<file path="config.mk">
export PLATFORM = sky130hd
export DESIGN_NAME = scc_ctrl
export DESIGN_NICKNAME = d
export VERILOG_FILES = /design/src/scc_pkg.sv /design/src/scc_ctrl.sv
export SDC_FILE = /design/constraint.sdc
export NUM_CORES = 1
export LEC_CHECK = 0
export BUFFER_PORTS_ARGS = -buffer_cell sky130_fd_sc_hd__buf_4
export CELL_PAD_IN_SITES_DETAIL_PLACEMENT = 0
export CELL_PAD_IN_SITES_GLOBAL_PLACEMENT = 1
export CORE_MARGIN = 2
export CORE_UTILIZATION = 42
export CTS_BUF_LIST = sky130_fd_sc_hd__clkbuf_16
export DETAILED_ROUTE_END_ITERATION = 10
export PLACE_DENSITY = 0.85
export RECOVER_POWER = 100
export SYNTH_ARGS = -nofsm -noshare
export SYNTH_HDL_FRONTEND = slang
export SYNTH_SLANG_ARGS = --single-unit
</file>
<file path="constraint.sdc">
create_clock -name clk_i -period 8.9 [get_ports clk_i]
set_input_delay 1.335 -clock clk_i [delete_from_list [all_inputs] [get_ports clk_i]]
set_output_delay 1.335 -clock clk_i [all_outputs]
set_load 0.02 [all_outputs]
</file>
<file path="src/scc_pkg.sv">
// Purpose: constants and types of the serial control block
// Assumes: 32-bit classic wishbone register access
// Notes: offsets are byte addresses
package scc_pkg;
  localparam logic [7:0] ADR_CTRL = 8'h00;
  localparam logic [7:0] ADR_CTRL2 = 8'h04;
  localparam logic [7:0] ADR_DATA = 8'h08;
  localparam logic [7:0] ADR_STAT = 8'h0C;
  localparam logic [31:0] CTRL_RST = 32'h0000_0000;
  localparam logic [31:0] CTRL_IMPL = 32'hFF83_BFFF;
  localparam logic [31:0] CTRL_LOCK = 32'h0081_0000;
  localparam int B_FRM = 31;
  localparam int B_DIR = 30;
  localparam int B_POL = 29;
  localparam int B_ASEL = 28;
  localparam int B_SPW = 27;
  localparam int B_CNT = 24;
  localparam int B_BCS = 23;
  localparam int B_EDGE = 17;
  localparam int B_DEEP = 16;
  localparam int B_ON = 15;
  localparam int B_IDLE = 13;
  localparam int B_REL = 12;
  localparam int B_W32 = 11;
  localparam int B_W16 = 10;
  localparam int B_SMP = 9;
  localparam int B_CKE = 8;
  localparam int B_CKP = 6;
  localparam int B_CTL = 5;
  localparam int B_AUD = 7;
  localparam int S_BUSY = 0;
  localparam int S_SEL = 1;
  localparam logic [15:0] HALF_DIV_RST = 16'h0004;

  typedef enum logic [1:0] {
    SCC_IDLE = 2'b00,
    SCC_LEAD = 2'b01,
    SCC_SHIFT = 2'b10
  } scc_state_e;

  typedef struct packed {
    logic [31:0] ctrl;
    logic aud;
    logic [31:0] tx;
    logic go;
    logic [31:0] sh;
    logic [31:0] rx;
    logic [31:0] rxd;
    scc_state_e st;
    logic [5:0] bits;
    logic half;
    logic [4:0] chr;
    logic [15:0] div;
    logic [1:0] ref_s;
    logic ref_p;
    logic [1:0] sin_s;
    logic [1:0] sel_s;
    logic ack;
    logic [31:0] dat;
  } scc_state_s;
endpackage : scc_pkg
</file>
<file path="src/scc_ctrl.sv">
// Purpose: control register and serial engine of the serial unit
// Assumes: classic wishbone slave, one clock, sync reset
// Notes: controller role drives the engine; target role drives no clock or data, only an inactive select in framed output
`timescale 1ns/1ns
module scc_ctrl #(
  parameter logic [15:0] HALF_DIV = scc_pkg::HALF_DIV_RST
) (
  input wire logic clk_i,
  input wire logic rst_i,
  input wire logic wb_cyc_i,
  input wire logic wb_stb_i,
  input wire logic wb_we_i,
  input wire logic [7:0] wb_adr_i,
  input wire logic [3:0] wb_sel_i,
  input wire logic [31:0] wb_dat_i,
  output logic [31:0] wb_dat_o,
  output logic wb_ack_o,
  input wire logic idle_mode_i,
  input wire logic reference_clock_i,
  input wire logic serial_in_i,
  input wire logic select_pin_i,
  output logic select_pin_o,
  output logic select_pin_oe_o,
  output logic serial_out_pin_o,
  output logic serial_out_pin_oe_o,
  output logic sck_o,
  output logic sck_oe_o,
  output logic baud_clock_select_o,
  output logic deep_buffer_enable_o
);
  if (HALF_DIV == 16'h0000) begin : g_chk
    $error("HALF_DIV must be at least one");
  end

  scc_pkg::scc_state_s s_ff;
  scc_pkg::scc_state_s nxt_s;

  logic en;
  logic ctl;
  logic frm;
  logic fin;
  logic fout;
  logic pol;
  logic cpol;
  logic cke;
  logic input_sample_phase;
  logic halt;
  logic w32;
  logic w16;
  logic [5:0] dbits;
  logic [5:0] cbits;
  logic [2:0] cntc;
  logic [5:0] pw;
  logic [4:0] cmask;
  logic sync_chr;
  logic tick_src;
  logic in_sh;
  logic in_lead;
  logic pon;
  logic asel;
  logic req;
  logic [31:0] wm;
  logic [31:0] rx_in;

  assign en = s_ff.ctrl[scc_pkg::B_ON];
  assign ctl = s_ff.ctrl[scc_pkg::B_CTL];
  assign frm = s_ff.ctrl[scc_pkg::B_FRM];
  assign fin = frm & s_ff.ctrl[scc_pkg::B_DIR];
  assign fout = frm & ~s_ff.ctrl[scc_pkg::B_DIR];
  assign pol = s_ff.ctrl[scc_pkg::B_POL];
  assign cpol = s_ff.aud | s_ff.ctrl[scc_pkg::B_CKP];
  assign cke = s_ff.ctrl[scc_pkg::B_CKE] & ~frm;
  assign input_sample_phase = s_ff.ctrl[scc_pkg::B_SMP] & ctl;
  assign halt = s_ff.ctrl[scc_pkg::B_IDLE] & idle_mode_i;
  assign w32 = s_ff.ctrl[scc_pkg::B_W32];
  assign w16 = s_ff.ctrl[scc_pkg::B_W16];

  // data and channel lengths
  always_comb begin
    if (s_ff.aud) begin
      if (w32 & w16) begin
        dbits = 6'd24;
      end else if (w32) begin
        dbits = 6'd32;
      end else begin
        dbits = 6'd16;
      end
      cbits = (w32 | w16) ? 6'd32 : 6'd16;
    end else begin
      if (w32) begin
        dbits = 6'd32;
      end else if (w16) begin
        dbits = 6'd16;
      end else begin
        dbits = 6'd8;
      end
      cbits = dbits;
    end
  end

  // characters per sync pulse, reserved codes clamp to 32
  assign cntc = (s_ff.ctrl[26:24] > 3'd5) ? 3'd5 : s_ff.ctrl[26:24];
  assign pw = 6'h01 << cntc;
  assign cmask = pw[4:0] - 5'h01;
  assign sync_chr = (s_ff.chr == 5'h00);

  assign tick_src = s_ff.ctrl[scc_pkg::B_BCS] ?
                    (s_ff.ref_s[1] & ~s_ff.ref_p) : 1'b1;
  assign in_sh = (s_ff.st == scc_pkg::SCC_SHIFT);
  assign in_lead = (s_ff.st == scc_pkg::SCC_LEAD);

  // generated frame-sync pulse
  always_comb begin
    if (s_ff.ctrl[scc_pkg::B_SPW]) begin
      if (s_ff.ctrl[scc_pkg::B_EDGE]) begin
        pon = in_sh;
      end else begin
        pon = in_lead | (in_sh & (s_ff.bits < cbits - 6'd1));
      end
    end else begin
      if (s_ff.ctrl[scc_pkg::B_EDGE]) begin
        pon = in_sh & (s_ff.bits == 6'd0);
      end else begin
        pon = in_lead;
      end
    end
    pon = pon & fout & sync_chr;
  end

  assign asel = ctl & s_ff.ctrl[scc_pkg::B_ASEL] & ~frm;
  assign req = wb_cyc_i & wb_stb_i;
  assign wm = {{8{wb_sel_i[3]}}, {8{wb_sel_i[2]}},
               {8{wb_sel_i[1]}}, {8{wb_sel_i[0]}}};
  assign rx_in = {s_ff.rx[30:0], s_ff.sin_s[1]};

  always_comb begin
    logic [31:0] v;
    logic ht;
    v = '0;
    ht = 1'b0;
    nxt_s = s_ff;
    nxt_s.ref_s = {s_ff.ref_s[0], reference_clock_i};
    nxt_s.ref_p = s_ff.ref_s[1];
    nxt_s.sin_s = {s_ff.sin_s[0], serial_in_i};
    nxt_s.sel_s = {s_ff.sel_s[0], select_pin_i};
    // half-bit tick
    if (en & ~halt & tick_src & (s_ff.st != scc_pkg::SCC_IDLE)) begin
      if (s_ff.div == HALF_DIV - 16'h0001) begin
        nxt_s.div = 16'h0000;
        ht = 1'b1;
      end else begin
        nxt_s.div = s_ff.div + 16'h0001;
      end
    end
    // engine
    if (!en) begin
      nxt_s.st = scc_pkg::SCC_IDLE;
      nxt_s.chr = 5'h00;
      nxt_s.div = 16'h0000;
      nxt_s.half = 1'b0;
    end else if (!halt) begin
      case (s_ff.st)
        scc_pkg::SCC_IDLE: begin
          if (s_ff.go & ctl & ~fin) begin
            nxt_s.go = 1'b0;
            nxt_s.sh = s_ff.tx << (6'd32 - dbits);
            nxt_s.bits = 6'd0;
            nxt_s.half = 1'b0;
            nxt_s.div = 16'h0000;
            if (fout & sync_chr & ~s_ff.ctrl[scc_pkg::B_EDGE]) begin
              nxt_s.st = scc_pkg::SCC_LEAD;
            end else begin
              nxt_s.st = scc_pkg::SCC_SHIFT;
            end
          end
        end
        scc_pkg::SCC_LEAD: begin
          if (ht) begin
            nxt_s.half = ~s_ff.half;
            if (s_ff.half) begin
              nxt_s.st = scc_pkg::SCC_SHIFT;
            end
          end
        end
        scc_pkg::SCC_SHIFT: begin
          if (ht & ~s_ff.half) begin
            nxt_s.half = 1'b1;
            if (!input_sample_phase) begin
              nxt_s.rx = rx_in;
            end
          end else if (ht) begin
            nxt_s.half = 1'b0;
            if (input_sample_phase) begin
              nxt_s.rx = rx_in;
            end
            nxt_s.sh = s_ff.sh << 1;
            nxt_s.bits = s_ff.bits + 6'd1;
            if (s_ff.bits == cbits - 6'd1) begin
              nxt_s.st = scc_pkg::SCC_IDLE;
              nxt_s.rxd = input_sample_phase ? rx_in : s_ff.rx;
              nxt_s.chr = (s_ff.chr + 5'h01) & cmask;
            end
          end
        end
        default: begin
          nxt_s.st = scc_pkg::SCC_IDLE;
        end
      endcase
    end
    // wishbone slave: answer one cycle after the request
    nxt_s.ack = req & ~s_ff.ack;
    if (req & ~s_ff.ack) begin
      case (wb_adr_i)
        scc_pkg::ADR_CTRL: nxt_s.dat = s_ff.ctrl & scc_pkg::CTRL_IMPL;
        scc_pkg::ADR_CTRL2: nxt_s.dat = {24'h00_0000, s_ff.aud, 7'h00};
        scc_pkg::ADR_DATA: nxt_s.dat = s_ff.rxd;
        scc_pkg::ADR_STAT: begin
          nxt_s.dat = 32'h0000_0000;
          nxt_s.dat[scc_pkg::S_BUSY] =
            (s_ff.st != scc_pkg::SCC_IDLE) | s_ff.go;
          nxt_s.dat[scc_pkg::S_SEL] = (s_ff.sel_s[1] == pol);
        end
        default: nxt_s.dat = 32'h0000_0000;
      endcase
    end
    // writes take effect at the acknowledging edge
    if (req & s_ff.ack & wb_we_i) begin
      case (wb_adr_i)
        scc_pkg::ADR_CTRL: begin
          v = (s_ff.ctrl & ~wm) | (wb_dat_i & wm);
          v = v & scc_pkg::CTRL_IMPL;
          if (en) begin
            v = (v & ~scc_pkg::CTRL_LOCK) |
                (s_ff.ctrl & scc_pkg::CTRL_LOCK);
          end
          v[scc_pkg::B_SMP] = v[scc_pkg::B_SMP] & (ctl | v[scc_pkg::B_CTL]);
          nxt_s.ctrl = v;
        end
        scc_pkg::ADR_CTRL2: begin
          if (wb_sel_i[0] & ~en) begin
            nxt_s.aud = wb_dat_i[scc_pkg::B_AUD];
          end
        end
        scc_pkg::ADR_DATA: begin
          nxt_s.tx = (s_ff.tx & ~wm) | (wb_dat_i & wm);
          nxt_s.go = 1'b1;
        end
        default: begin
        end
      endcase
    end
  end

  always_ff @(posedge clk_i) begin
    if (rst_i) begin
      s_ff <= '0;
      s_ff.ctrl <= scc_pkg::CTRL_RST;
      s_ff.st <= scc_pkg::SCC_IDLE;
    end else begin
      s_ff <= nxt_s;
    end
  end

  assign wb_ack_o = s_ff.ack;
  assign wb_dat_o = s_ff.dat;
  assign sck_o = cpol ^ (in_sh & (cke ? s_ff.half : ~s_ff.half));
  assign sck_oe_o = en & ctl;
  assign serial_out_pin_o = s_ff.sh[31];
  assign serial_out_pin_oe_o = en & ctl & ~s_ff.ctrl[scc_pkg::B_REL];
  assign select_pin_o = (fout ? pon : (asel & (in_sh | in_lead))) ?
                        pol : ~pol;
  assign select_pin_oe_o = en & (fout | asel);
  assign baud_clock_select_o = s_ff.ctrl[scc_pkg::B_BCS];
  assign deep_buffer_enable_o = s_ff.ctrl[scc_pkg::B_DEEP];
endmodule : scc_ctrl

</file>
### Word-level counts from Yosys, hierarchy flattened

Index checks and enable logic that the tools add are counted.

| storage, ports and cells | value |
|---|---|
| flip-flop bits (word level) | 232 |
| latch bits | 0 |
| memory bits (writable) | 0 |
| ROM bits | 0 |
| input bits | 53 |
| output and inout bits | 41 |
| word-level logic and storage cells | 178 |
| memories kept | 0 |

| cells by class | value |
|---|---|
| $add $sub $neg | 6 |
| multipliers | 0 |
| div/mod/pow operators | 0 |
| $lt $le $gt $ge | 2 |
| eq/ne operators | 17 |
| shift-type cells | 2 |
| multiplexer cells | 56 |
| bitwise operators | 60 |
| reduce and logical (&&, ||, !) cells | 17 |

Operators by type and width:

| cell | number |
|---|---|
| $mux W110 | 5 |
| $mux W32 | 7 |
| $pmux W32 S4 | 1 |
| $mux W127 | 1 |
| $mux W97 | 1 |
| $and A32 B32 Y32 | 3 |
| $mux W16 | 4 |
| $mux W64 | 1 |
| $or A32 B32 Y32 | 2 |
| $pmux W32 S2 | 1 |
| $mux W40 | 1 |
| $mux W6 | 6 |
| $mux W34 | 1 |
| $mux W33 | 1 |
| $and A1 B1 Y1 | 32 |
| $not A32 Y32 | 1 |
| $or A32 B24 Y32 | 1 |
| $shl A32 B6 Y32 | 1 |
| $mux W5 | 4 |
| $add A16 B1 Y16 const B | 1 |
| $eq A16 B2 Y1 const B | 1 |
| $eq A8 B4 Y1 const B | 2 |
| $reduce_and A5 Y1 | 3 |
| $mux W1 | 14 |
| other kinds (38) | 65 |

### Logic depth before layout (Yosys ltp)

Gate-level depths: netlist (run 1).

| logic depth | value |
|---|---|
| word-level depth | 17 |
| depth in mapped cells | 12 |
| gate-level depth less buffers | 9 |

### Worst setup path before layout (run 1)

OpenSTA, ideal clock, no wires.

| timing path | value |
|---|---|
| path kind | flip-flop to output port |
| from | register s_ff[68] in the netlist's numbering |
| to | output select_pin_o |
| arrival | 1.789 ns |
| required time | 7.565 ns |
| path slack | 5.776 ns |
| cell stages (with the launch flop) | 10 |
| path buffers | 1 |
| cell sequence | dfxtp_1 inv_1 ha_1 buf_2 nand2_1 nor3_1 a31oi_1 a211oi_1 a41oi_1 xor2_1 |

| on the way | value |
|---|---|
| cells in the longest elaborated chain, start to end | 9 |
| elaborated cells between the ends (all ways) | 14 |
| those cells by class | eq/ne (2); mux (5); bitwise (7) |

RTL lines:

| element | line | text |
|---|---|---|
| from (decl) | scc_ctrl.sv:35 | `scc_pkg::scc_state_s s_ff;` |
| from (signal assigned) | scc_ctrl.sv:260 | `s_ff <= nxt_s;` |
| $eq A2 B2 Y1 | scc_ctrl.sv:109 | `assign in_sh = (s_ff.st == scc_pkg::SCC_SHIFT);` |
| $and A1 B1 Y1 | scc_ctrl.sv:118 | `pon = in_lead \| (in_sh & (s_ff.bits < cbits - 6'd1));` |
| $or A1 B1 Y1 | scc_ctrl.sv:118 |  |
| $mux W1 | scc_ctrl.sv:115 | `if (s_ff.ctrl[scc_pkg::B_EDGE]) begin` |
| $mux W1 | scc_ctrl.sv:114 | `if (s_ff.ctrl[scc_pkg::B_SPW]) begin` |
| $and A1 B1 Y1 (2 in a row) | scc_ctrl.sv:127 | `pon = pon & fout & sync_chr;` |
| $mux W1 (*) (2 in a row) | scc_ctrl.sv:270 | `assign select_pin_o = (fout ? pon : (asel & (in_sh \| in_lead))) ?` |
| to (decl) | scc_ctrl.sv:22 | `output logic select_pin_o,` |

Every way passes the cells marked *; elsewhere a longest branch is shown, timed or not.

### Final worst setup path (run 1)

| timing path | value |
|---|---|
| from | register s_ff[68] in the netlist's numbering |
| to | register s_ff[146] in the netlist's numbering |

| on the way | value |
|---|---|
| cells in the longest elaborated chain, start to end | 6 |
| elaborated cells between the ends (all ways) | 12 |
| those cells by class | eq/ne (4); mux (2); bitwise (2); reduce/logical (4) |

RTL lines:

| element | line | text |
|---|---|---|
| $reduce_bool A2 Y1 | scc_ctrl.sv:147 | `if (en & ~halt & tick_src & (s_ff.st != scc_pkg::SCC_IDLE)) begin` |
| $and A1 B1 Y1 | scc_ctrl.sv:147 |  |
| $mux W1 | scc_ctrl.sv:147 |  |
| $and A1 B1 Y1 | scc_ctrl.sv:186 | `if (ht & ~s_ff.half) begin` |
| $ne A2 B2 Y1 (no line) | -- |  |
| $reduce_and A6 Y1 (no line) | -- |  |

Parallel ways exist; a longest one is shown, timed or not.
A chain may end at the register's enable or synchronous reset.

==> run summary, run 1 <==
==========================================================================================
Number of hold-slack violations in the final timing report ..................            0
Relative slew margins .......................................................        -125%
Reg-to-Reg End .............................................................. s_ff[146]$_SDFFE_PP0P_
Setup TNS ...................................................................         0 ns
Depth of the worst hold-timing path .........................................            1
Total net switching power ...................................................   0.000459 W
Total Power Consumption .....................................................    0.00218 W
Layout Nets .................................................................         1307
Sort of element at the end of the critical path .............................     register
Final wirelength ............................................................     28300 um
Wire length of the first global-routing pass ................................     45700 um
Area of the mapped netlist ..................................................   10400 um^2
Main flop type after synthesis .............................................. sky130_fd_sc_hd__dfxtp_1
Violated checks ............................................................. capacitance limit, slew limit
Root Buffer Master .......................................................... sky130_fd_sc_hd__clkbuf_16
Ports placed on the boundary ................................................           94
FF+latch count, synth .......................................................          226
Final worst-path cycle share ................................................        57.8%
Clk buf depth ...............................................................            3
Number of enable-type register cells in the synthesized netlist .............            0
Share of flip-flops with an asynchronous set or reset .......................           0%
Arr. time, crit path ........................................................      5.57 ns
Number of standard cells after synthesis ....................................         1235
Count of nets left with antenna violations after detail routing .............            0
Peak supply drop ............................................................   0.000131 V
Sequential cell area fraction in the yosys report ...........................        43.6%
Clock edge transition at the registers on the reported setup and hold paths .      0.06 ns
Reg-to-Reg Start ............................................................ s_ff[68]$_SDFFE_PP0P_
Via count of the routed design ..............................................         8929
Worst Hold Launch ........................................................... nxt_s[39]$_SDFF_PP0_
Drc violations ..............................................................            0
Most frequent cell on the critical path ..................................... sky130_fd_sc_hd__clkbuf_1
Number of DRC violations after detailed-routing iteration 0 .................          817
Post-detailed-route via-to-cell ratio .......................................         5.64
Placed cell areas ...........................................................   11000 um^2
H-tree Lvls .................................................................            1
Number of global-route vias before repair ...................................         8301
Type of the worst min-delay path ............................................   reg -> reg
Maximum clock frequency .....................................................      195 MHz
Routability-driven placement congestion ratio ...............................        0.840
Die outline area ............................................................   26000 um^2
Crit path max-delay family .................................................. buffers and inverters
Initial cell density of the core ............................................        42.7%
Biggest fanout along the worst timing path ..................................           63
Portion of total power attributed to sequential cells .......................        46.6%
Reported max-cap violation count ............................................            8
Height of the chip ..........................................................       161 um
Count of port buffers added during placement ................................           93
Total routing usage reported by global routing ..............................        21.6%
Number of unique standard cell types used by synthesis ......................           64
Measured slew at the worst slew-check pin ...................................      3.38 ns
Final antenna diode count ...................................................            0
Net count of the mapped netlist .............................................         1301
Number of warnings reported in the yosys synthesis log ......................            0
Largest net degree at the start of global routing ...........................          121
Routed length per placed instance ...........................................      17.8 um
Type of element launching the critical path .................................     register
Hold-fix buffer count after cts .............................................            0
Total power density per cell area ...........................................  187 nW/um^2
Total of endpoints with negative setup slack in the final report ............            0
Final instance area .........................................................   11600 um^2
Initial antenna violation count .............................................            0
Slowest library cell on the worst path ...................................... sky130_fd_sc_hd__clkbuf_1
Worst setup slack for register-to-register paths ............................      3.76 ns
RSZ-0062 raised after global routing ........................................           no
Worst stage delay on the critical path ......................................      1.72 ns
Count of TritonRoute iterations in the first routing pass ...................            5
Cell-by-cell listing of the critical path ................................... inv_1, ha_1, clkbuf_1, a41oi_1, nor2_4, clkbuf_1, nor2_1, a211oi_1
Row Count ...................................................................           57
Crit path time final ........................................................      5.14 ns
Core Region .................................................................   24300 um^2
Slew Limit Fails ............................................................          392
Clock Skews .................................................................   0.00880 ns
Hold slack final ............................................................     0.439 ns
Count of clock tree sinks ...................................................          226
Die width ...................................................................       161 um
PostCTS Resize Cnt ..........................................................            0
Path type of the worst setup path ...........................................   reg -> reg
Utilization after layout ....................................................        47.8%
Per-instance average area after synthesis ...................................    8.41 um^2
Share of cells above drive strength 1 .......................................        10.1%
Sw Share ....................................................................        21.1%
Standby leakage power .......................................................      3.79 nW
Hold-critical path endpoint ................................................. nxt_s[37]$_SDFF_PP0_
TritonCTS clock tree ........................................................         done
GRT overflow ................................................................            0
Count of buffering cells on the critical path with inverters included .......            3
Proportion of power drawn by combinational gates ............................         2.4%
Required time of the critical path ..........................................      9.33 ns
Dpl hpwl ....................................................................     18900 um
Count of buffers added by post-CTS timing repair for setup ..................            0
Source-to-sink clock delay at the later pin of the worst-skew pair ..........      0.52 ns
Clock buffer count from CTS .................................................           25
Status ...................................................................... finished, violations left
Clock network fraction of total power .......................................        51.0%
Internal power ..............................................................    0.00172 W
Number of cells on the worst reg-to-reg path ................................            8
Post-synthesis to final-layout area growth ..................................        11.9%
==========================================================================================
-- cell type report --
| type | count | area [um^2] |
|---|---|---|
| Fill cell | 2434 | 12700 |
| Multi-Input combinational cell | 869 | 5140 |
| Sequential cell | 226 | 4520 |
| Timing Repair Buffer | 107 | 627 |
| Clock buffer | 25 | 626 |
| Tap cell | 324 | 405 |
| Clock inverter | 21 | 255 |
| Inverter | 12 | 45.0 |
-- power groups by stage --
stage          clock (W)  sequential (W)  combinational, W
2_1_floorplan          0         0.00104         0.0000227
6_report         0.00111         0.00101         0.0000520
5_1_grt          0.00117         0.00101         0.0000560
3_3_place_gp           0         0.00104         0.0000533
3_5_place_dp           0         0.00104         0.0000533
4_1_cts          0.00113         0.00101         0.0000535
-- layout by cell type (no fill, tap or decap), drive strengths merged, types with 4 or more instances in the layout --
master / instances
a22oi: 57
nor3b: 5
clkbuf: 74
dfxtp: 226
mux2: 10
nor3: 11
nand4: 6
ha: 13
o211ai: 4
xor2: 17
bufinv: 6
o21ai: 21
inv: 16
nand2: 173
mux4: 8
clkinv: 11
nand3: 103
a21oi: 95
a311oi: 32
nor2: 151
a211oi: 32
nor4: 5
and4: 4
a22o: 23
and3: 10
xnor2: 8
nor2b: 12
buf: 58
mux2i: 31
-- through the flow --
| step | setup slack, ns | std cells |
|---|---|---|
| after global routing | 3.00 | 1584 |
| final | 3.76 | 1584 |
| after CTS | 4.90 | 1584 |
| after detailed placement | 5.38 | 1538 |
| after global placement | 5.38 | 1538 |
| after floorplan | 5.78 | 1235 |
-- how the worst max path moves through the flow --
| stage | from | end | slack (ns) | cells past startpoint |
|---|---|---|---|---|
| floorplan | s_ff[68]$_SDFFE_PP0P_ | select_pin_o | 5.78 | 9 |
| global placement | rst_i | s_ff[48]$_SDFF_PP0_ | 5.38 | 5 |
| detailed placement | wb_adr_i[1] | wb_dat_o[10]$_SDFFE_PP0P_ | 5.38 | 8 |
| CTS | s_ff[68]$_SDFFE_PP0P_ | select_pin_o | 4.90 | 10 |
| global route | s_ff[68]$_SDFFE_PP0P_ | s_ff[160]$_SDFFE_PP0P_ | 3.00 | 8 |
| finish | s_ff[68]$_SDFFE_PP0P_ | s_ff[146]$_SDFFE_PP0P_ | 3.76 | 8 |
-- routing by layer --
layer / GRT usage (%) / share of wire, %
met1: 31.4 / 46
met2: 33.2 / 45
met3: 3.42 / 6.3
met4: 6.37 / 2.4
met5: 0 / 0
-- cell usage after synthesis, types with 12 or more instances --
library cell | n | area, um^2
sky130_fd_sc_hd__a22oi_1 | 57 | 428
sky130_fd_sc_hd__nand2_1 | 173 | 649
sky130_fd_sc_hd__a21oi_1 | 95 | 475
sky130_fd_sc_hd__o21ai_0 | 21 | 105
sky130_fd_sc_hd__dfxtp_1 | 226 | 4520
sky130_fd_sc_hd__a311oi_1 | 32 | 280
sky130_fd_sc_hd__mux2i_1 | 31 | 310
sky130_fd_sc_hd__xor2_1 | 17 | 149
sky130_fd_sc_hd__nor2_1 | 150 | 563
sky130_fd_sc_hd__inv_1 | 12 | 45.0
sky130_fd_sc_hd__ha_1 | 13 | 163
sky130_fd_sc_hd__a22o_1 | 23 | 201
sky130_fd_sc_hd__buf_2 | 17 | 85.1
sky130_fd_sc_hd__nor2b_1 | 12 | 75.1
sky130_fd_sc_hd__nand3_1 | 102 | 510
sky130_fd_sc_hd__clkbuf_1 | 69 | 259
sky130_fd_sc_hd__buf_4 | 37 | 278
sky130_fd_sc_hd__a211oi_1 | 32 | 240
-- cell families after synthesis --
| group | Yosys count | synth area share [%] |
|---|---|---|
| DFF | 226 | 43.6 |
| adders and majority gates | 13 | 1.57 |
| buffers and inverters | 140 | 6.69 |
| xor gates and xnor gates | 25 | 2.11 |
| other | 1 | 0.0361 |
| and+or+nand+nor | 500 | 21.7 |
| AOI/OAI and AO/OA | 281 | 18.5 |
| muxes | 49 | 5.81 |
No activity file was read; power rests on OpenSTA's default activity.
==> run 2: changes to the inputs <==
Clock period 8.9 ns to 4.8 ns, I/O delays scaled along.
==> run 2 against run 1 <==
Effect of this change:
- the flow still finishes with violations (capacitance limit, slew limit)
- cell area down 0.46%
- critical path type is now reg -> out
- hold slack worse by 0.032 ns
- clock power up 58%
- worst setup slack worse by 2.8 ns
- sequential power up 86%
- register-to-register slack worse by 2.3 ns
- combinational power up 90%
- critical path depth down 4
- critical endpoint is now select_pin_o
- clock skew up 0.00067 ns
- first-iteration DRC count down 17%
==> run summary, run 2 (synthesis gave the netlist of run 1 again) <==
==========================================================================================
Core Region .................................................................   24300 um^2   unchanged
Peak supply drop ............................................................   0.000239 V   +83%
Commonest cells after routing, fill and taps aside .......................... sky130_fd_sc_hd__dfxtp_1 (226), sky130_fd_sc_hd__nand2_1 (173), sky130_fd_sc_hd__nor2_1 (147)
Clock Skews .................................................................   0.00947 ns   +0.000667 ns
H-tree Lvls .................................................................            1   unchanged
Routability-driven placement congestion ratio ...............................        0.904   +7.6%
Wire length of the first global-routing pass ................................     44800 um   -1.9%
Ports placed on the boundary ................................................           94   unchanged
PostCTS Resize Cnt ..........................................................            0   unchanged
Final antenna diode count ...................................................            0   unchanged
Initial cell density of the core ............................................        42.7%   unchanged
Count of TritonRoute iterations in the first routing pass ...................            5   unchanged
Status ...................................................................... finished, violations left
GRT overflow ................................................................            0   unchanged
Reported max-cap violation count ............................................            3   -5
Count of port buffers added during placement ................................           93   unchanged
Clock buffer count from CTS .................................................           25   unchanged
Crit path time final ........................................................      3.86 ns
Post-detailed-route via-to-cell ratio .......................................         5.62   -0.23%
Die width ...................................................................       161 um   unchanged
Total of endpoints with negative setup slack in the final report ............            0   unchanged
Height of the chip ..........................................................       161 um   unchanged
Initial antenna violation count .............................................            0   unchanged
Standby leakage power .......................................................      3.81 nW   +0.51%
Slew Limit Fails ............................................................          132   -66%
Placed insts ................................................................         1541   +0.20%
Routed length per placed instance ...........................................      17.8 um   -0.40%
Violated checks ............................................................. capacitance limit, slew limit
Final worst-path cycle share ................................................        80.4%
Type of element launching the critical path .................................     register
TritonCTS clock tree ........................................................         done
Setup TNS ...................................................................         0 ns   unchanged
Clock edge transition at the registers on the reported setup and hold paths .      0.06 ns   about the same
Die outline area ............................................................   26000 um^2   unchanged
Required time of the critical path ..........................................      4.08 ns   -5.25 ns
Number of global-route vias before repair ...................................         8106   -2.3%
Share of cells above drive strength 1 .......................................        10.9%   +0.86 points
Via count of the routed design ..............................................         8914   -0.17%
Maximum clock frequency .....................................................      259 MHz
Sort of element at the end of the critical path .............................   output pin
Type of the worst min-delay path ............................................    in -> reg
Most common library cell in the layout ignoring fill and taps ............... sky130_fd_sc_hd__dfxtp_1
Number of hold-slack violations in the final timing report ..................            0   unchanged
Drc violations ..............................................................            0   unchanged
Root Buffer Master .......................................................... sky130_fd_sc_hd__clkbuf_16
Path type of the worst setup path ...........................................   reg -> out
RSZ-0062 raised after global routing ........................................           no
Row Count ...................................................................           57   unchanged
Layout Nets .................................................................         1310   +0.23%
Count of nets left with antenna violations after detail routing .............            0   unchanged
Arr. time, crit path ........................................................      3.14 ns   -2.43 ns
Hold-fix buffer count after cts .............................................            0   unchanged
Final wirelength ............................................................     28200 um   -0.33%
Count of buffers added by post-CTS timing repair for setup ..................            0   unchanged
Hold slack final ............................................................     0.407 ns   -0.0320 ns
Post-place setup slack ......................................................      1.60 ns   -3.78 ns
Total power density per cell area ...........................................  322 nW/um^2   +72%
Largest net degree at the start of global routing ...........................           79   -35%
Biggest fanout along the worst timing path ..................................           39   -38%
Number of DRC violations after detailed-routing iteration 0 .................          681   -17%
Post-route insts no fill ....................................................         1585   +0.063%
Source-to-sink clock delay at the later pin of the worst-skew pair ..........      0.53 ns   about the same
Dpl hpwl ....................................................................     19300 um   +2.3%
Clk buf depth ...............................................................            3   unchanged
Measured slew at the worst slew-check pin ...................................      2.72 ns   -0.660 ns
Post-synthesis to final-layout area growth ..................................        11.4%
Total routing usage reported by global routing ..............................        21.2%   -0.38 points
Final setup slack of the worst path .........................................     0.943 ns   -2.82 ns
Count of clock tree sinks ...................................................          226   unchanged
Relative slew margins .......................................................       -81.3%   +44 points
==========================================================================================
[run 2: area by class of cell]
class	instances	area (um^2)
fill	2368	12800
multi-input combinational	869	5180
sequential	226	4520
timing repair buffer	110	673
clock buffer	25	626
tap	324	405
clock inverter	19	111
inverter	12	45.0
[run 2: worst max-delay path, stage by stage (launching register included)]
cell	delay [ns]
sky130_fd_sc_hd__dfxtp_1	0.33
sky130_fd_sc_hd__clkbuf_1	1.40
sky130_fd_sc_hd__a41oi_1	0.30
sky130_fd_sc_hd__xor2_1	0.31
sky130_fd_sc_hd__clkbuf_1	0.27
[run 2: stage by stage]
step                total power (W)  utilization, %  instance area [um^2]
global route                0.00385            47.6                 11600
CTS                         0.00377            48.2                 11700
global placement            0.00202            45.2                 11000
floorplan                   0.00196               -                 10400
finish                      0.00373            47.6                 11600
detailed placement          0.00202            45.2                 11000
[run 2: final timing paths]
check	startpoint	endpoint	slack (ns)	depth (start not counted)
setup reg to reg	ctl$_SDFFE_PP0P_	s_ff[101]$_SDFFE_PP0P_	1.48	5
setup / recovery	ctl$_SDFFE_PP0P_	select_pin_o	0.94	4
hold / removal	serial_in_i	nxt_s[36]$_SDFF_PP0_	0.41	2
hold reg to reg	nxt_s[39]$_SDFF_PP0_	nxt_s[37]$_SDFF_PP0_	0.45	1
[run 2: report_power, final]
group | internal, W | switching, W | total [W]
clock | 0.000992 | 0.000755 | 0.00175
sequential | 0.00188 | 0.00000123 | 0.00188
combinational | 0.0000352 | 0.0000635 | 0.0000987
[run 2: metal layers]
layer / track usage [%] / share of wire [%] / vias to the layer above
met5: 0 / 0 / -
met4: 5.52 / 2.2 / 0
met3: 3.49 / 6.8 / 45
met2: 33.8 / 45 / 263
met1: 30.1 / 46 / 4232
li1: - / - / 4374
==> run 3: changes to the inputs <==
Settings changed: CORE_UTILIZATION 42 to 41, PLACE_DENSITY 0.85 to 0.87.
Clock period 4.8 ns to 3.3 ns, I/O delays scaled along.
==> run 3 against run 2 <==
Effect of this change:
- the run still ends with capacitance limit, slew limit left
- worst setup slack lost 0.73 ns
- combinational power grew 48%
- cell area up 0.91%
- clock power grew 58%
- sequential cell count unchanged
- sequential share of layout area shrank 0.35 points
- wire length rose by 2.8%
- hold slack worse by 0.24 ns
- critical path type unchanged
- largest power group is now the clock network
==> run summary, run 3 (synthesis gave the netlist of run 1 again) <==
==========================================================================================
Status ...................................................................... finished, violations left
Violated checks ............................................................. capacitance limit, slew limit
Path type of the worst setup path ...........................................   reg -> out
Relative slew margins .......................................................       -50.0%   +31 points
Internal power ..............................................................    0.00437 W   +51%
Arr. time, crit path ........................................................      2.59 ns   -0.55 ns
Slowest library cell on the worst path ...................................... sky130_fd_sc_hd__dfxtp_1
Utilization after layout ....................................................        46.6%   -0.94 points
Dpl hpwl ....................................................................     19300 um   about the same
Most common library cell in the layout ignoring fill and taps ............... sky130_fd_sc_hd__dfxtp_1
Slew Limit Fails ............................................................          198   +50%
Die outline area ............................................................   26600 um^2   +2.4%
Most frequent cell on the critical path ..................................... sky130_fd_sc_hd__a21oi_1
Clock edge transition at the registers on the reported setup and hold paths .      0.06 ns   about the same
Post-place setup slack ......................................................     0.596 ns   -1.00 ns
Die width ...................................................................       163 um   +1.2%
Worst setup path startpoint ................................................. s_ff[199]$_SDFFE_PP0P_
Worst Setup EP .............................................................. select_pin_o
Post-synthesis to final-layout area growth ..................................        12.4%
Height of the chip ..........................................................       163 um   +1.2%
Total power density per cell area ...........................................  483 nW/um^2   +50%
Row Count ...................................................................           58   +1.8%
Count of nets left with antenna violations after detail routing .............            0   unchanged
Number of cells on the worst reg-to-reg path ................................            9   +4
Worst setup slack for register-to-register paths ............................      0.43 ns   -1.05 ns
Routed length per placed instance ...........................................      18.1 um   +2.0%
Source-to-sink clock delay at the later pin of the worst-skew pair ..........      0.56 ns   +0.03 ns
Total Power Consumption .....................................................    0.00564 W   +51%
RSZ-0062 raised after global routing ........................................           no
Final worst-path cycle share ................................................        93.5%
Drc violations ..............................................................            0   unchanged
Initial cell density of the core ............................................        41.5%   -1.2 points
Count of clock tree sinks ...................................................          226   unchanged
Count of port buffers added during placement ................................           93   unchanged
Reg-to-Reg Start ............................................................ s_ff[68]$_SDFFE_PP0P_
Placed insts ................................................................         1551   +0.65%
Measured slew at the worst slew-check pin ...................................      2.25 ns   -0.469 ns
Hold-fix buffer count after cts .............................................            0   unchanged
Worst stage delay on the critical path ......................................      0.56 ns   -0.84 ns
Total of fill cells in the finished design ..................................         2474   +4.5%
Ports placed on the boundary ................................................           94   unchanged
GRT overflow ................................................................            0   unchanged
Total routing usage reported by global routing ..............................        21.4%   +0.13 points
Sw Share ....................................................................        22.4%   +0.45 points
Commonest cells after routing, fill and taps aside .......................... sky130_fd_sc_hd__dfxtp_1 (226), sky130_fd_sc_hd__nand2_1 (173), sky130_fd_sc_hd__nor2_1 (147)
Post-detailed-route via-to-cell ratio .......................................         5.62   about the same
Clk buf depth ...............................................................            3   unchanged
Clock buffer count from CTS .................................................           26   +4.0%
Required time of the critical path ..........................................      2.80 ns   -1.28 ns
Wire length of the first global-routing pass ................................     45400 um   +1.3%
Number of global-route vias before repair ...................................         8139   +0.41%
Total of endpoints with negative setup slack in the final report ............            0   unchanged
Final wirelength ............................................................     28900 um   +2.8%
Crit path max-delay family .................................................. compound AO/OA/AOI/OAI gates
Root Buffer Master .......................................................... sky130_fd_sc_hd__clkbuf_16
Sort of element at the end of the critical path .............................   output pin
Share of cells above drive strength 1 .......................................        11.2%   +0.26 points
Count of buffering cells on the critical path with inverters included .......            1   -1
Maximum clock frequency .....................................................      324 MHz
Portion of total power attributed to sequential cells .......................        48.5%   -2.0 points
Number of hold-slack violations in the final timing report ..................            0   unchanged
Reg-to-Reg End .............................................................. s_ff[159]$_SDFFE_PP0P_
Number of DRC violations after detailed-routing iteration 0 .................          859   +26%
Proportion of power drawn by combinational gates ............................         2.6%   about the same
Peak supply drop ............................................................   0.000317 V   +32%
Final antenna diode count ...................................................            0   unchanged
Initial antenna violation count .............................................            0   unchanged
Clock Skews .................................................................    0.0318 ns   +0.0223 ns
Type of element launching the critical path .................................     register
Core Region .................................................................   25000 um^2   +2.9%
TritonCTS clock tree ........................................................         done
H-tree Lvls .................................................................            1   unchanged
Clock network fraction of total power .......................................        48.9%   +2.0 points
Post-route insts no fill ....................................................         1597   +0.76%
Layout Nets .................................................................         1315   +0.38%
Count of TritonRoute iterations in the first routing pass ...................            8   +3
Total net switching power ...................................................    0.00127 W   +54%
Biggest fanout along the worst timing path ..................................           11   -72%
Crit. path cell count .......................................................            8   +4
Setup TNS ...................................................................         0 ns   unchanged
Standby leakage power .......................................................      3.84 nW   +0.61%
Via count of the routed design ..............................................         8976   +0.70%
Final setup slack of the worst path .........................................     0.213 ns   -0.729 ns
Cell-by-cell listing of the critical path ................................... a21oi_1, ha_1, nand4_1, a21oi_1, a211oi_1, a41oi_1, xor2_1, buf_4
Type of the worst min-delay path ............................................    in -> reg
Largest net degree at the start of global routing ...........................          198   +150%
Crit path time final ........................................................      3.09 ns
Routability-driven placement congestion ratio ...............................        0.906   +0.17%
Reported max-cap violation count ............................................            1   -2
==========================================================================================
## run 3: power by group through the flow
stage	clock network, W	logic, W	registers (W)
2_1_floorplan	0	0.0000611	0.00279
3_3_place_gp	0	0.000149	0.00279
3_5_place_dp	0	0.000149	0.00279
4_1_cts	0.00281	0.000149	0.00273
5_1_grt	0.00292	0.000153	0.00273
6_report	0.00276	0.000146	0.00273
## run 3: area by class of cell
type | instances | area [um^2] | area share (%)
clock buffer | 26 | 651 | 5.57
tap | 330 | 413 | 3.54
clock inverter | 20 | 169 | 1.45
sequential | 226 | 4520 | 38.8
timing repair buffer | 114 | 724 | 6.21
inverter | 12 | 45.0 | 0.386
multi-input combinational | 869 | 5150 | 44.1
## run 3: per-layer routing
layer	track usage, %	wire [um]	vias up
li1	-	-	4377
met1	30.9	13600	4260
met2	32.6	12700	292
met3	3.22	1770	47
met4	6.92	905	0
met5	0	0	-
## run 3: timing repair
item | in CTS | in global routing
setup buffers | 0 | 0
resized for setup | 0 | 1
endpoints found under the setup margin | 0 | 1
## run 3: worst min-delay path by stage
stage	startpoint	endpoint	slack, ns	cells past startpoint
final	serial_in_i	nxt_s[36]$_SDFF_PP0_	0.17	2
after global routing	wb_dat_i[27]	register	0.18	3
after detailed placement	nxt_s[39]$_SDFF_PP0_	nxt_s[37]$_SDFF_PP0_	0.42	1
after floorplan	nxt_s[39]$_SDFF_PP0_	nxt_s[37]$_SDFF_PP0_	0.41	1
after CTS	serial_in_i	nxt_s[36]$_SDFF_PP0_	0.16	2
after global placement	nxt_s[39]$_SDFF_PP0_	nxt_s[37]$_SDFF_PP0_	0.42	1
## run 3: metrics by stage
step | hold slack, ns | area [um^2]
after floorplan | 0.414 | 10400
after global placement | 0.425 | 11100
after detailed placement | 0.422 | 11100
after CTS | 0.163 | 11900
after global routing | 0.180 | 11700
final | 0.169 | 11700
